$ cat config.mk
export PLATFORM = sky130hd
export DESIGN_NAME = switch_global_control_one
export DESIGN_NICKNAME = d
export VERILOG_FILES = /design/src/logic/sw_gc_pkg.sv /design/src/logic/age_timer.sv /design/src/logic/switch_global_control_one.sv
export SDC_FILE = /design/constraint.sdc
export NUM_CORES = 1
export LEC_CHECK = 0
export BUFFER_PORTS_ARGS = -buffer_cell sky130_fd_sc_hd__buf_2
export CORE_AREA = 2 2 132 134
export DETAILED_ROUTE_END_ITERATION = 8
export DIE_AREA = 0 0 134 136
export PLACE_DENSITY = 0.68
export SYNTH_ARGS = -nofsm -noshare
export SYNTH_HDL_FRONTEND = slang
export SYNTH_SLANG_ARGS = --single-unit
$ cat constraint.sdc
create_clock -name aclk -period 4.2 [get_ports aclk]
set_input_delay 0.42 -clock aclk [delete_from_list [all_inputs] [get_ports aclk]]
set_output_delay 0.42 -clock aclk [all_outputs]
set_load 0.01 [all_outputs]
$ cat src/logic/sw_gc_pkg.sv
// Shared constants, field layout and carrier types for the switch global control block.
package sw_gc_pkg;

  localparam int unsigned CLK_MHZ = 200;
  localparam int unsigned FAST_AGE_US = 800;
  localparam int unsigned NORMAL_AGE_S = 300;
  localparam int unsigned AGE_CNT_W = 36;
  localparam logic [35:0] FAST_AGE_CYC = 36'(FAST_AGE_US * CLK_MHZ);
  localparam logic [35:0] NORMAL_AGE_CYC = 36'(64'(NORMAL_AGE_S) * 64'(CLK_MHZ) * 64'd1000000);

  localparam int unsigned NPORTS = 2;
  localparam int unsigned ADDR_W = 8;

  localparam logic [7:0] GC1_INDEX = 8'h02;
  localparam logic [7:0] GC1_ADDR = 8'(GC1_INDEX * 4);
  localparam logic [7:0] STATUS_ADDR = 8'h0c;

  localparam int unsigned PASS_ALL_BIT = 15;
  localparam int unsigned TX_FC_BIT = 13;
  localparam int unsigned RX_FC_BIT = 12;
  localparam int unsigned LEN_CHK_BIT = 11;
  localparam int unsigned AGE_EN_BIT = 10;
  localparam int unsigned FAST_AGE_BIT = 9;
  localparam int unsigned AGGR_BO_BIT = 8;
  localparam int unsigned PASS_FC_BIT = 5;
  localparam int unsigned BIG_PKT_BIT = 4;
  localparam int unsigned ING_FC_BIT = 3;
  localparam int unsigned LINK_AGE_BIT = 0;
  localparam logic [15:0] GC1_RESET = 16'h3410;

  localparam logic [15:0] LEN_TYPE_MAX = 16'h05dc;
  localparam logic [15:0] SMALL_PKT_MAX = 16'h07d0;
  localparam logic [15:0] BIG_PKT_MAX = 16'h0800;

  localparam logic [1:0] RESP_OKAY = 2'h0;
  localparam logic [1:0] RESP_SLVERR = 2'h2;

  typedef enum logic [2:0] {
    AGE_OFF = 3'h1,
    AGE_NORMAL = 3'h2,
    AGE_FAST = 3'h4
  } age_state_t;

  typedef struct packed {
    logic valid;
    logic bad;
    logic is_pause;
    logic over_limit;
    logic sniffed;
    logic [15:0] frame_len;
    logic [15:0] len_type;
    logic [15:0] payload_len;
  } frame_info_t;

  typedef struct packed {
    logic valid;
    logic forward;
    logic honor_pause;
    logic send_pause;
    logic [3:0] drop_cause;
  } frame_verdict_t;

endpackage

$ cat src/logic/age_timer.sv
// Address-table age period timer with link-loss triggered fast passes.
`timescale 1ns/1ps
module age_timer #(
  parameter logic [35:0] FAST_CYC = sw_gc_pkg::FAST_AGE_CYC,
  parameter logic [35:0] NORMAL_CYC = sw_gc_pkg::NORMAL_AGE_CYC
) (
  input wire logic aclk,
  input wire logic aresetn,
  input wire logic age_en,
  input wire logic fast_en,
  input wire logic link_age_en,
  input wire logic [sw_gc_pkg::NPORTS-1:0] link_up,
  output logic age_tick,
  output logic flush_all,
  output logic trig_pending,
  output sw_gc_pkg::age_state_t age_state
);

  typedef struct packed {
    sw_gc_pkg::age_state_t state;
    logic [35:0] cnt;
    logic [sw_gc_pkg::NPORTS-1:0] link_prev;
    logic tick;
    logic flush;
    logic trig;
  } age_regs_t;

  age_regs_t s_q;
  age_regs_t s_d;

  always_comb begin
    logic any_fall;
    logic [35:0] period;
    any_fall = |(s_q.link_prev & ~link_up);
    period = NORMAL_CYC;
    s_d = s_q;
    s_d.link_prev = link_up;
    s_d.tick = 1'b0;
    s_d.flush = any_fall;
    if (!age_en) begin
      s_d.state = sw_gc_pkg::AGE_OFF;
      s_d.cnt = 36'h0;
    end else begin
      if (fast_en || s_q.trig) begin
        period = FAST_CYC;
        s_d.state = sw_gc_pkg::AGE_FAST;
      end else begin
        s_d.state = sw_gc_pkg::AGE_NORMAL;
      end
      if (s_q.cnt >= period - 36'h1) begin
        s_d.cnt = 36'h0;
        s_d.tick = 1'b1;
        s_d.trig = 1'b0;
      end else begin
        s_d.cnt = s_q.cnt + 36'h1;
      end
    end
    // A new link loss in the closing cycle of a pass re-arms the trigger.
    if (any_fall && link_age_en) begin
      s_d.trig = 1'b1;
      if (!s_q.trig) begin
        s_d.cnt = 36'h0;
      end
    end
  end

  always_ff @(posedge aclk) begin
    if (!aresetn) begin
      s_q.state <= sw_gc_pkg::AGE_NORMAL;
      s_q.cnt <= 36'h0;
      s_q.link_prev <= '0;
      s_q.tick <= 1'b0;
      s_q.flush <= 1'b0;
      s_q.trig <= 1'b0;
    end else begin
      s_q <= s_d;
    end
  end

  assign age_tick = s_q.tick;
  assign flush_all = s_q.flush;
  assign trig_pending = s_q.trig;
  assign age_state = s_q.state;

endmodule

$ cat src/logic/switch_global_control_one.sv
// Global switch control register with AXI4-Lite access, frame admission policy and aging control.
// Function
// - Pass-all forwards bad frames, only while sniffing.
// - Transmit pause off: never emit pause frames.
// - Receive pause off: ignore received pause frames.
// - Length check drops mismatched short length fields.
// - Aging enable off stops all aging; the link-loss flush_all still fires.
// - Fast age uses 800 us period.
// - Aggressive half-duplex back-off when enabled.
// - Over ingress limit: pause or drop.
// - Large packets up to 2K, else 2000.
// - Pass flow control frames instead of filtering.
// - Link loss triggers fast aging pass.
// - After triggered pass return to normal period.
// - Any link loss ages out all addresses.
//
// Added by the designer: the AXI4-Lite register port.
`timescale 1ns/1ps
module switch_global_control_one #(
  parameter logic [35:0] FAST_CYC = sw_gc_pkg::FAST_AGE_CYC,
  parameter logic [35:0] NORMAL_CYC = sw_gc_pkg::NORMAL_AGE_CYC
) (
  input wire logic aclk,
  input wire logic aresetn,
  input wire logic [sw_gc_pkg::ADDR_W-1:0] awaddr,
  input wire logic [2:0] awprot,
  input wire logic awvalid,
  output logic awready,
  input wire logic [31:0] wdata,
  input wire logic [3:0] wstrb,
  input wire logic wvalid,
  output logic wready,
  output logic [1:0] bresp,
  output logic bvalid,
  input wire logic bready,
  input wire logic [sw_gc_pkg::ADDR_W-1:0] araddr,
  input wire logic [2:0] arprot,
  input wire logic arvalid,
  output logic arready,
  output logic [31:0] rdata,
  output logic [1:0] rresp,
  output logic rvalid,
  input wire logic rready,
  input wire logic [sw_gc_pkg::NPORTS-1:0] link_up,
  input wire sw_gc_pkg::frame_info_t frame_in,
  output sw_gc_pkg::frame_verdict_t verdict,
  input wire logic [sw_gc_pkg::NPORTS-1:0] pause_req,
  output logic [sw_gc_pkg::NPORTS-1:0] pause_tx,
  output logic aggressive_backoff,
  output logic age_tick,
  output logic flush_all
);

  // Decodes a byte address into a register select; used by both bus paths.
  function automatic logic [1:0] reg_sel(input logic [sw_gc_pkg::ADDR_W-1:0] a);
    logic [1:0] sel;
    sel = 2'h0;
    if (a == sw_gc_pkg::GC1_ADDR) begin
      sel = 2'h1;
    end else if (a == sw_gc_pkg::STATUS_ADDR) begin
      sel = 2'h2;
    end
    return sel;
  endfunction

  typedef struct packed {
    logic [15:0] gc1;
    logic aw_held;
    logic [sw_gc_pkg::ADDR_W-1:0] aw_addr;
    logic w_held;
    logic [31:0] w_data;
    logic [3:0] w_strb;
    logic b_valid;
    logic [1:0] b_resp;
    logic r_valid;
    logic [31:0] r_data;
    logic [1:0] r_resp;
    logic [sw_gc_pkg::NPORTS-1:0] link_s1;
    logic [sw_gc_pkg::NPORTS-1:0] link_s2;
    sw_gc_pkg::frame_verdict_t verdict;
    logic [sw_gc_pkg::NPORTS-1:0] pause_tx;
    logic [15:0] drop_count;
  } ctrl_regs_t;

  ctrl_regs_t s_q;
  ctrl_regs_t s_d;

  logic tick_w;
  logic flush_w;
  logic trig_w;
  sw_gc_pkg::age_state_t age_state_w;

  age_timer #(
    .FAST_CYC(FAST_CYC),
    .NORMAL_CYC(NORMAL_CYC)
  ) u_age (
    .aclk(aclk),
    .aresetn(aresetn),
    .age_en(s_q.gc1[sw_gc_pkg::AGE_EN_BIT]),
    .fast_en(s_q.gc1[sw_gc_pkg::FAST_AGE_BIT]),
    .link_age_en(s_q.gc1[sw_gc_pkg::LINK_AGE_BIT]),
    .link_up(s_q.link_s2),
    .age_tick(tick_w),
    .flush_all(flush_w),
    .trig_pending(trig_w),
    .age_state(age_state_w)
  );

  // Write path: address and data may arrive in either order; each is held until both are here.
  assign awready = !s_q.aw_held && !s_q.b_valid;
  assign wready = !s_q.w_held && !s_q.b_valid;
  // Only one read is outstanding; the address is refused while the answer waits.
  assign arready = !s_q.r_valid;

  always_comb begin
    logic aw_now;
    logic w_now;
    logic [sw_gc_pkg::ADDR_W-1:0] wa;
    logic [31:0] wd;
    logic [3:0] ws;
    logic [15:0] gc;
    logic fwd;
    logic honor;
    logic send;
    logic [3:0] cause;
    logic [15:0] limit;
    aw_now = awvalid && awready;
    w_now = wvalid && wready;
    wa = s_q.aw_held ? s_q.aw_addr : awaddr;
    wd = s_q.w_held ? s_q.w_data : wdata;
    ws = s_q.w_held ? s_q.w_strb : wstrb;
    gc = s_q.gc1;
    fwd = 1'b1;
    honor = 1'b0;
    send = 1'b0;
    cause = 4'h0;
    limit = sw_gc_pkg::SMALL_PKT_MAX;
    s_d = s_q;

    // Link pins come from the PHYs; two flops before anything reads them.
    s_d.link_s1 = link_up;
    s_d.link_s2 = s_q.link_s1;

    if (aw_now) begin
      s_d.aw_held = 1'b1;
      s_d.aw_addr = awaddr;
    end
    if (w_now) begin
      s_d.w_held = 1'b1;
      s_d.w_data = wdata;
      s_d.w_strb = wstrb;
    end
    if ((s_q.aw_held || aw_now) && (s_q.w_held || w_now)) begin
      s_d.aw_held = 1'b0;
      s_d.w_held = 1'b0;
      s_d.b_valid = 1'b1;
      s_d.b_resp = sw_gc_pkg::RESP_OKAY;
      case (reg_sel(wa))
        2'h1: begin
          // Reserved bits are stored as written; software keeps them by read-modify-write.
          if (ws[0]) begin
            s_d.gc1[7:0] = wd[7:0];
          end
          if (ws[1]) begin
            s_d.gc1[15:8] = wd[15:8];
          end
        end
        2'h2: begin
          s_d.b_resp = sw_gc_pkg::RESP_OKAY;
        end
        default: begin
          s_d.b_resp = sw_gc_pkg::RESP_SLVERR;
        end
      endcase
    end
    if (s_q.b_valid && bready) begin
      s_d.b_valid = 1'b0;
    end

    if (arvalid && arready) begin
      s_d.r_valid = 1'b1;
      s_d.r_resp = sw_gc_pkg::RESP_OKAY;
      case (reg_sel(araddr))
        2'h1: begin
          s_d.r_data = {16'h0, s_q.gc1};
        end
        2'h2: begin
          s_d.r_data = {s_q.drop_count, 8'h0, 1'b0, age_state_w, trig_w, 1'b0, s_q.link_s2};
        end
        default: begin
          s_d.r_data = 32'h0;
          s_d.r_resp = sw_gc_pkg::RESP_SLVERR;
        end
      endcase
    end else if (s_q.r_valid && rready) begin
      s_d.r_valid = 1'b0;
    end

    // Frame admission, one verdict per offered frame, a cycle later.
    if (frame_in.bad && !(gc[sw_gc_pkg::PASS_ALL_BIT] && frame_in.sniffed)) begin
      fwd = 1'b0;
      cause[0] = 1'b1;
    end
    if (gc[sw_gc_pkg::LEN_CHK_BIT] && (frame_in.len_type < sw_gc_pkg::LEN_TYPE_MAX)
        && (frame_in.len_type != frame_in.payload_len)) begin
      fwd = 1'b0;
      cause[1] = 1'b1;
    end
    if (gc[sw_gc_pkg::BIG_PKT_BIT]) begin
      limit = sw_gc_pkg::BIG_PKT_MAX;
    end
    if (frame_in.frame_len > limit) begin
      fwd = 1'b0;
      cause[2] = 1'b1;
    end
    if (frame_in.is_pause) begin
      honor = gc[sw_gc_pkg::RX_FC_BIT];
      if (!gc[sw_gc_pkg::PASS_FC_BIT]) begin
        fwd = 1'b0;
        cause[3] = 1'b1;
      end
    end
    if (frame_in.over_limit) begin
      if (gc[sw_gc_pkg::ING_FC_BIT]) begin
        send = gc[sw_gc_pkg::TX_FC_BIT];
      end else begin
        fwd = 1'b0;
        cause[2] = 1'b1;
      end
    end
    s_d.verdict.valid = frame_in.valid;
    s_d.verdict.forward = frame_in.valid && fwd;
    s_d.verdict.honor_pause = frame_in.valid && honor;
    s_d.verdict.send_pause = frame_in.valid && send;
    s_d.verdict.drop_cause = frame_in.valid ? cause : 4'h0;
    if (frame_in.valid && !fwd && (s_q.drop_count != 16'hffff)) begin
      s_d.drop_count = s_q.drop_count + 16'h1;
    end

    // Queue-driven pause requests never leave while transmit pause is off.
    s_d.pause_tx = gc[sw_gc_pkg::TX_FC_BIT] ? pause_req : '0;
  end

  always_ff @(posedge aclk) begin
    if (!aresetn) begin
      s_q.gc1 <= sw_gc_pkg::GC1_RESET;
      s_q.aw_held <= 1'b0;
      s_q.aw_addr <= '0;
      s_q.w_held <= 1'b0;
      s_q.w_data <= 32'h0;
      s_q.w_strb <= 4'h0;
      s_q.b_valid <= 1'b0;
      s_q.b_resp <= 2'h0;
      s_q.r_valid <= 1'b0;
      s_q.r_data <= 32'h0;
      s_q.r_resp <= 2'h0;
      s_q.link_s1 <= '0;
      s_q.link_s2 <= '0;
      s_q.verdict <= '0;
      s_q.pause_tx <= '0;
      s_q.drop_count <= 16'h0;
    end else begin
      s_q <= s_d;
    end
  end

  assign bvalid = s_q.b_valid;
  assign bresp = s_q.b_resp;
  assign rvalid = s_q.r_valid;
  assign rdata = s_q.r_data;
  assign rresp = s_q.r_resp;
  assign verdict = s_q.verdict;
  assign pause_tx = s_q.pause_tx;
  assign aggressive_backoff = s_q.gc1[sw_gc_pkg::AGGR_BO_BIT];
  assign age_tick = tick_w;
  assign flush_all = flush_w;

endmodule

# Word level (Yosys, flattened, before mapping)
# Index checks and enable logic that the tools add are counted.
# word_totals
register_bits	156
inputBits	122
output_inout_bits	54
wordCells	132
# op_classes
add_sub_neg	3
n_lt_le_gt_ge	3
eq_ne	10
n_mux	42
bitwise_logic	3
reduce_logical	42
# op_table
cell	n
2-to-1 mux 36 bit	5
one-hot mux 32 bit (2 select lines)	1
2-to-1 mux 38 bit	1
adder 36 x 1 -> 36 bit, second input constant	1
>= comparator 36 bit	1
subtractor 36 x 1 -> 36 bit, second input constant	1
equality test 8 x 4 -> 1 bit, second input constant	4
2-to-1 mux 1 bit	22
logical AND 1 bit	18
2-to-1 mux 2 bit	9
adder 16 x 1 -> 16 bit, second input constant	1
> comparator 16 bit	1
less-than comparator 16 x 11 -> 1 bit, second input constant	1
2-to-1 mux 16 bit	1
inequality test 16 bit	1
inequality test 16 bit, second input constant	1
2-to-1 mux 12 bit	1
OR reduction 2 bit	5
AND reduction 3 bit	3
2-to-1 mux 8 bit	1
AND reduction 2 bit	4
zero test 1 bit	6
nonzero test 2 bit	3
equality test 2 x 1 -> 1 bit, second input constant	2
other kinds (6)	9

# Longest topological paths before layout
# Gate-level depths: netlist of run 1.
# logic_depth
word_depth	13
depth_mapped	11

# Cells and area by module
# Synthesis of run 1 repeated with hierarchy kept, for this count alone.
# unflattened
cells_unflattened	832
area_unflattened_um2	7340.8
# modules_own_cells
module	instances	cells_per_inst	area_per_inst_um2
switch_global_control_one	1	585	5092.4
age_timer	1	247	2248.4

# Worst setup path before layout of run 1
# OpenSTA, ideal clock, no wires.
# synth_path
path_type	flip-flop to flip-flop
startpoint	reg s_q[123] in the netlist's numbering
endpoint	reg u_age.s_q[12] in the netlist's numbering
setup_ns	0.064
arrival_time_ns	2.386
setup_slack_ns	1.750
stages_incl_launch_ff	12
period_less_slack_ns	2.450
cell_sequence	dfxtp_1 -> nor2_1 -> inv_1 -> ha_1 -> a21o_1 -> a211o_1 -> o2111ai_1 -> a211oi_1 -> nor3_2 -> nand2_1 -> buf_2 -> nor2_1
# synth_via
elab_chain_len	9
# synth_rtl
item	line	text
start, declared	switch_global_control_one.sv:85	ctrl_regs_t s_q;
logical OR 1 bit (*)	age_timer.sv:44	if (fast_en || s_q.trig) begin
2-to-1 mux 36 bit (*)	age_timer.sv:44	
2-to-1 mux 36 bit (*)	age_timer.sv:40	if (!age_en) begin
subtractor 36 x 1 -> 36 bit (*)	age_timer.sv:50	if (s_q.cnt >= period - 36'h1) begin
>= comparator 36 bit (*)	age_timer.sv:50	
2-to-1 mux 36 bit (*)	age_timer.sv:50	
2-to-1 mux 38 bit (*)	age_timer.sv:40	
2-to-1 mux 36 bit	age_timer.sv:61	if (!s_q.trig) begin
2-to-1 mux 36 bit (*)	age_timer.sv:59	if (any_fall && link_age_en) begin
end, declared	age_timer.sv:28	age_regs_t s_q;
# Mark *: on every way between the ends. The rest lies on a longest branch, timed or not. The select of a mux whose other input is x is not followed.
# A chain may end at the register's enable or synchronous reset.

# Worst setup path after layout of run 1
# layout_path
startpoint	reg s_q[123] in the netlist's numbering
endpoint	reg u_age.s_q[26] in the netlist's numbering
# The elaborated chain is that of the path after synthesis.

==> results of run 1 <==
==> placed cells by master (no fill, tap or decap), types with 4 or more instances in the layout <==
cell / n
nand4_1: 18
a21boi_0: 26
dfxtp_1: 154
nor2b_1: 35
xnor2_1: 10
a21o_1: 4
o21ai_0: 7
xor2_1: 43
a22oi_1: 32
nand3_1: 21
mux2_2: 8
nand2_1: 111
buf_4: 4
clkinv_4: 5
o21a_1: 7
a211oi_1: 4
nand2b_1: 12
mux2i_1: 26
nor2_1: 64
buf_2: 149
inv_1: 23
and2_1: 13
nor4b_1: 4
a21oi_1: 13
clkinvlp_4: 4
nor3_1: 7
and4_1: 6
nor4_1: 9
o211a_1: 13
clkbuf_16: 17
and3_1: 16
ha_1: 23
==> cells in the mapped netlist (all sizes together), types with 4 or more instances <==
cell      n
nor2b    35
o21a      7
nand2b   12
and2     13
a21oi    14
nand3    21
mux2i    26
and4      6
nand4    18
ha       23
clkbuf   21
nor2     67
a211oi    4
a21boi   26
xnor2    10
inv      23
dfxtp   154
and3     16
a21o      4
buf      62
o21ai     8
nand2   111
nor3     10
o211a    13
nor4b     4
nor4     11
xor2     43
a22oi    32
mux2      8
==> through the flow <==
stage          setup slack [ns]   util  hold slack (ns)
4_1_cts                    1.24  0.505            0.193
3_5_place_dp               1.28  0.471            0.422
2_1_floorplan              1.75      -            0.412
3_3_place_gp               1.37  0.471            0.434
6_report                   1.22  0.505            0.212
5_1_grt                   0.923  0.505            0.217
==> layer usage <==
metal,vias to the layer above,share of wire,wire (µm)
met4,0,0.016,266
met2,125,0.47,7740
met1,2673,0.46,7480
li1,2971,-,-
met3,16,0.051,825
met5,-,0,0
==> worst register-to-register path, delay by kind of cell (launching register included) <==
kind	cells	cell delay (ns)
and+or+nand+nor	7	1.09
buffers and inverters	2	0.73
adders and majority gates	1	0.42
DFF	1	0.33
AOI/OAI and AO/OA	1	0.29
==> registers in the layout, summed over array words and instances (netlist names), 2 cells and up <==
signal	flops
s_q	61
u_age.s_q	38
rdata	32
verdict	8
u_age.age_state	3
pause_tx	2
s_d	2
==> worst paths after layout <==
kind              slack (ns)            end  depth (start not counted)
setup / recovery        1.22  u_age.s_q[26]                         11
hold / removal          0.21        s_d[27]                          2
setup reg to reg        1.22  u_age.s_q[26]                         11
hold reg to reg         0.43        s_q[26]                          1
==> report_power, final <==
| group | leakage [nW] | internal [mW] | switching, mW |
|---|---|---|---|
| clock network | 0.274 | 0.845 | 0.638 |
| registers | 1.25 | 1.50 | 0.0213 |
| logic | 2.24 | 0.110 | 0.142 |
==> cells by family (layout without fill, tap and decap cells) <==
family          count (synthesis)  after routing  synth area share
compound gates                124            124             0.125
xor+xnor                       53             53            0.0627
fa+ha+maj                      23             23            0.0389
buf+inv                       106            208            0.0821
flops                         154            154             0.416
mux                            34             34            0.0473
other cells                     1              3          0.000506
simple gates                  331            331             0.227
==> final cells by class <==
type	instances	area [µm²]	area share
multi-input combinational	567	3720	0.436
tap	225	282	0.0330
inverter	23	86.3	0.0101
clock buffer	18	439	0.0515
sequential	154	3080	0.361
timing repair buffer	153	776	0.0909
antenna	1	2.50	0.000293
clock inverter	14	143	0.0167
==> reports/qor.yml, run 1 <==
rsz0062_at_grt: "no"
synth_edf_count: 0
hold_class: "input port to flip-flop"
drive_above_1_share: 0.220
dp.cells: 1122
async_flop_share: 0
ys_warn_count: 0
ir_worst_vdd_uv: 294
finalClockSkew_ns: 0.00805
use_met3: 0.0425
die_area_um2: 18200
num_vias: 5785
p_per_area_nw_per_um2: 381
dieWidth_um: 134
fin_crit_ns: 2.98
drt-total-wl_um: 16300
htree_levels: 4
holdCritStartpoint: "link_up[1]"
final.setup.tns_ns: 0
final_nets: 1061
pin_count: 176
path_buf_inv: 2
via_per_inst: 5.01
met1_usage: 0.222
core.rowCount: 48
cts_tree: "done"
gp_routability_congestion: 0.807
path_clk_slew_ns: 0.06
netlist_instances: 826
crit_chain: "nor2_1, inv_1, ha_1, nand4b_1, nor2_1, nand3_1, a211oi_1, nor3_2, nand2_1, buf_4, nor2_1"
clockBufferDepth: 2
placement.io_buffers: 149
grt_max_degree: 85
cts_resized: 0
cpPeakStageDelay_ns: 0.42
grt_usage: 0.181
drv_cap: 0
top_usage_layer: "met2"
final_area_um2: 8530
setup_viol: 0
drtPass1Iterations: 6
cp_common_cell: "nor2_1"
clock_latency_ns: 0.42
yosys_most_used_dff: "dfxtp_1"
crit_path_end_kind: "flip-flop"
synth_top_area_share: 0.416
ys_seq_elements: 154
grt_pass1_vias: 5491
start_util: 0.439
crit_type: "flip-flop to flip-flop"
slew_headroom: 0.400
drv_slew: 0
worst_pin_slew_ns: 0.898
cp_slowest_cell: "nor2_1"
crit_path_max_fanout: 36
grt_first_pass_wirelength_um: 26600
synth.avg_cell_area_um2: 8.97
netlist_top_cells_area: "dfxtp_1 (42%), nand2_1 (5.6%), xor2_1 (5.1%)"
worstSetupStartpointType: "flip-flop"
hold_violations: 0
p_leak_nw: 3.76
antenna_found_initial: 1
cp_top_family: "simple AND/OR/NAND/NOR gates"
crit_required_ns: 4.49
drt_iter0_drc: 298
synth_cell_type_count: 55
overflow: 0
final_cells: 1155
cts_buffers: 17
r2r-start: "s_q[123]"
status: "finished, final reports clean"
synth_area_um2: 7410
drc: 0
fmax_mhz: 336
drtAntennaViolNets: 0
post-dp-hpwl_um: 11600
period_share: 0.709
clock-sinks: 154
arrival_ns: 3.27
synth_area_leader_cell: "dfxtp_1"
yosysSeqAreaShare: 0.416
met2_usage: 0.308
dpl-instance-area_um2: 7950
cp-startpoint: "s_q[123]"
hold_buffers: 0
finalPower_mw: 3.25
root_buffer: "clkbuf_16"
cts_setup_buffers: 0
coreArea_um2: 16900
syn_to_final_growth_pct: 15.2
die_h_um: 136
wl_per_cell_um: 14.1
fill_cells: 1571
No activity file was read; power rests on OpenSTA's default activity.
==> run 2, diff against run 1 <==
==> constraint.sdc (replaced) <==
create_clock -name aclk -period 2.8 [get_ports aclk]
set_input_delay 0.28 -clock aclk [delete_from_list [all_inputs] [get_ports aclk]]
set_output_delay 0.28 -clock aclk [all_outputs]
set_load 0.01 [all_outputs]
==> run 2 against run 1 <==
Effect of this change:
- die area is the same
- count of clock-buffer cells in the layout grew 2
- critical path type unchanged
- first-iteration DRC count grew 18%
- setup slack lost 0.80 ns
- critical path depth shrank 1
- global-route usage is essentially flat
- clock power grew 53%
- highest routed layer is now met5
==> reports/qor.yml, run 2 (synthesis results as in run 1) <==
fmax_mhz: 420
arrival_ns: 2.70
start_util: 0.439
drc: 0
p_leak_nw: 3.80
cts_buffers: 17
drtPass1Iterations: 4
root_buffer: "clkbuf_16"
cp_common_cell: "buf_4"
wl_per_cell_um: 13.9
fin_crit_ns: 2.38
grt_usage: 0.181
worst_pin_slew_ns: 0.751
status: "finished, final reports clean"
top_register: "s_q"
die_area_um2: 18200
crit_chain: "ha_1, nor4b_1, nand4_1, or3_1, o41ai_2, buf_4, a21oi_2, buf_4, and3_1, o21a_1"
drv_cap: 0
clockBufferDepth: 2
final.setup.tns_ns: 0
finalClockSkew_ns: 0.00815
core.rowCount: 48
ir_worst_vdd_uv: 454
path_buf_inv: 2
placement.io_buffers: 149
crit_path_end_kind: "flip-flop"
largest_register_ffs: 61
die_h_um: 136
drtAntennaViolNets: 0
p_per_area_nw_per_um2: 574
grt_max_degree: 38
setup_viol: 0
regArea_um2: 3080
htree_levels: 4
pin_count: 176
final_area_um2: 8590
drt_iter0_drc: 353
via_per_inst: 5.02
dieWidth_um: 134
clock_latency_ns: 0.42
hold_violations: 0
slew_headroom: 0.499
crit_path_max_fanout: 21
period_share: 0.849
regToRegSetupSlack_ns: 0.42
fill_cells: 1577
post-dp-hpwl_um: 11600
syn_to_final_growth_pct: 16.0
final_nets: 1067
rsz0062_at_grt: "no"
dpl-instance-area_um2: 8000
coreArea_um2: 16900
clock-sinks: 154
crit_type: "flip-flop to flip-flop"
final_cells: 1161
drv_slew: 0
overflow: 0
cp_top_family: "simple AND/OR/NAND/NOR gates"
hold_class: "input port to flip-flop"
cpPeakStageDelay_ns: 0.36
final_common_cell: "dfxtp_1"
antenna_found_initial: 2
worstSetupStartpointType: "flip-flop"
crit_required_ns: 3.12
grt_first_pass_wirelength_um: 26300
gp_routability_congestion: 0.797
path_clk_slew_ns: 0.06
multi_input_area_um2: 3720
mostFrequentLayoutCells: "dfxtp_1 (154), buf_2 (149), nand2_1 (111)"
drt-total-wl_um: 16200
drive_above_1_share: 0.224
cts_tree: "done"
cp_slowest_cell: "dfxtp_1"
grt_pass1_vias: 5345
num_vias: 5831
dp.cells: 1128
hold_buffers: 0
-- run 2: through the flow --
step / setup slack (ns) / hold WS (ns) / total power, mW / util
finish: 0.421 / 0.0779 / 4.93 / 0.509
global route: 0.168 / 0.0806 / 5.12 / 0.509
CTS: 0.258 / 0.0617 / 4.98 / 0.509
detailed placement: 0.292 / 0.428 / 2.71 / 0.474
global placement: 0.354 / 0.420 / 2.71 / 0.474
floorplan: 0.350 / 0.407 / 2.56 / -
-- run 2: timing repair --
item	4_1_cts	5_1_grt
gates resized for setup	0	1
endpoints found under the hold margin	0	0
endpoints found under the setup margin	0	6
buffers inserted	0	0
-- run 2: cell type report --
class,instances,area share
tap,225,0.0328
sequential,154,0.359
clock buffer,20,0.0520
timing repair buffer,159,0.0970
inverter,23,0.0100
multi-input combinational,567,0.433
antenna,1,0.000291
clock inverter,12,0.0163
-- run 2: path summary, 6_finish.rpt --
| kind | start | endpoint | cells past startpoint |
|---|---|---|---|
| max | s_q[118] | s_q[9] | 10 |
| min | link_up[1] | s_d[27] | 2 |
| max reg2reg | s_q[118] | s_q[9] | 10 |
| min reg2reg | s_d[26] | s_q[26] | 1 |
-- run 2: routing by layer --
layer / track usage / up-vias / routed length, µm
met3: 0.0466 / 18 / 980
met5: 0 / - / 13
li1: - / 2988 / -
met2: 0.307 / 135 / 7680
met4: 0.0638 / 2 / 217
met1: 0.223 / 2688 / 7260
-- run 2: where the power goes --
group,switching [mW],internal (mW)
Clock,0.921,1.35
Combinational,0.215,0.169
Sequential,0.0314,2.24
==> run 3, diff against run 2 <==
==> constraint.sdc (replaced) <==
create_clock -name aclk -period 2.3 [get_ports aclk]
set_input_delay 0.23 -clock aclk [delete_from_list [all_inputs] [get_ports aclk]]
set_output_delay 0.23 -clock aclk [all_outputs]
set_load 0.01 [all_outputs]
==> run 3 against run 2 <==
Effect of this change:
- sequential power up 21%
- combinational power up 28%
- final cell count up 1.8%
- worst hold slack worse by 0.043 ns
- core utilization up 1.7 points
- non-clock buffer count up 21
- critical endpoint is now u_age.trig_pending
- highest routed layer is now met4
==> reports/qor.yml, run 3 (synthesis results as in run 1) <==
mostFrequentLayoutCells: "dfxtp_1 (154), buf_2 (149), nand2_1 (110)"
grt_first_pass_wirelength_um: 26700
htree_levels: 4
regToRegSetupSlack_ns: 0.03
hold_violations: 0
status: "finished, final reports clean"
drv_slew: 0
crit_required_ns: 2.62
num_vias: 5927
cts_buffers: 17
clock-sinks: 154
grt_max_degree: 115
top_register: "s_q"
crit_path_max_fanout: 14
finalClockSkew_ns: 0.0112
drt_iter0_drc: 272
drt-total-wl_um: 17000
cpPeakStageDelay_ns: 0.34
start_util: 0.439
drtAntennaViolNets: 0
final_area_um2: 8870
clock_latency_ns: 0.43
period_share: 0.987
root_buffer: "clkbuf_16"
p_leak_nw: 3.92
r2r-start: "u_age.trig_pending"
placement.io_buffers: 149
wl_per_cell_um: 14.4
clockBufferDepth: 2
crit_type: "flip-flop to flip-flop"
fin_crit_ns: 2.27
grt_pass1_vias: 5473
crit_chain: "nor2_4, inv_6, ha_1, nand4b_1, nor4_2, nand3_1, a21oi_2, nor3_2, buf_4, nand2b_1, a32o_1"
final.setup.tns_ns: 0
cp.depth: 11
fmax_mhz: 440
syn_to_final_growth_pct: 19.8
gp_routability_congestion: 0.799
cp_top_family: "simple AND/OR/NAND/NOR gates"
crit_end: "u_age.trig_pending"
dieWidth_um: 134
final_common_cell: "dfxtp_1"
antenna_found_initial: 0
coreArea_um2: 16900
overflow: 0
dpl-instance-area_um2: 8120
cp_slowest_cell: "dfxtp_1"
die_h_um: 136
arrival_ns: 2.59
cts_tree: "done"
core.rowCount: 48
hold_class: "input port to flip-flop"
cp-startpoint: "u_age.trig_pending"
drive_above_1_share: 0.256
worstReg2RegEnd: "u_age.trig_pending"
grt_usage: 0.185
worst_pin_slew_ns: 0.674
path_buf_inv: 2
drtPass1Iterations: 5
largest_register_ffs: 61
setup_viol: 0
post-dp-hpwl_um: 12200
rsz0062_at_grt: "yes"
crit_path_end_kind: "flip-flop"
pin_count: 176
path_clk_slew_ns: 0.07
die_area_um2: 18200
final_nets: 1089
drc: 0
ir_worst_vdd_uv: 530
via_per_inst: 5.01
drv_cap: 0
worstSetupStartpointType: "flip-flop"
p_per_area_nw_per_um2: 673
slew_headroom: 0.550
reg2reg_depth: 11
n_antenna_cell: 0
==> run 3: cell count changes in the layout (fill, tap and decap cells not counted), moves of 2 or more <==
cell and change:
dlygate4sd3_1 +2, nor2_1 -3, buf_4 +16, a211oi_2 +2, a211oi_1 -2, buf_6 +3
inv_6 +2, nor2_2 +2
==> run 3: worst register-to-register path, delay by kind of cell (launching register included) <==
kind	cells	cell delay (ns)
buffers and inverters	2	0.23
and+or+nand+nor	6	0.90
DFF	1	0.34
adders and majority gates	1	0.28
AOI/OAI and AO/OA	2	0.41
==> run 3: power breakdown <==
group	internal [mW]	leakage (nW)	switching (mW)
Combinational	0.219	2.39	0.271
Sequential	2.73	1.25	0.0401
Clock	1.54	0.277	1.17
Total	4.49	3.92	1.48
==> run 3: per-layer routing <==
layer | part of all wire | vias to the layer above | GRT usage
li1 | - | 3031 | -
met1 | 0.47 | 2731 | 0.235
met2 | 0.47 | 153 | 0.311
met3 | 0.055 | 12 | 0.0462
met4 | 0.010 | 0 | 0.0567
met5 | 0 | - | 0
==> run 3: repair_timing <==
item | CTS | global route
pin swaps | 2 | 9
cloned | 0 | 1
buffers inserted | 0 | 4
hold endpoints to repair | 2 | 0
setup endpoints to repair | 51 | 53
hold buffers | 2 | 0
resized for setup | 3 | 20
==> run 3: stage by stage <==
step,utilization,worst slack (ns),hold slack [ns],std cells,power (mW)
after floorplan,-,0.0403,0.357,827,3.12
after global placement,0.481,-0.120,0.417,1143,3.30
after detailed placement,0.481,-0.118,0.424,1143,3.31
after CTS,0.517,0.00441,0.0259,1177,6.01
after global routing,0.526,-0.102,0.0355,1182,6.19
final,0.526,0.0297,0.0345,1182,5.98
==> run 3: worst min path at each step <==
stage	startpoint	endpoint	slack, ns	cells past startpoint
after global routing	pause_req[1]	pause_tx[1]	0.04	2
after CTS	arvalid	rvalid	0.03	2
after global placement	s_d[26]	s_q[26]	0.42	1
after floorplan	link_up[0]	s_d[26]	0.36	1
final	arvalid	rvalid	0.03	2
after detailed placement	s_d[27]	s_q[27]	0.42	1
==> run 3: cell type report <==
cell class / count / area (µm²)
clock buffer: 19 / 443
clock inverter: 13 / 131
fill: 1615 / 8000
inverter: 23 / 91.3
multi-input combinational: 568 / 3840
sequential: 154 / 3080
tap: 225 / 282
timing repair buffer: 180 / 1010
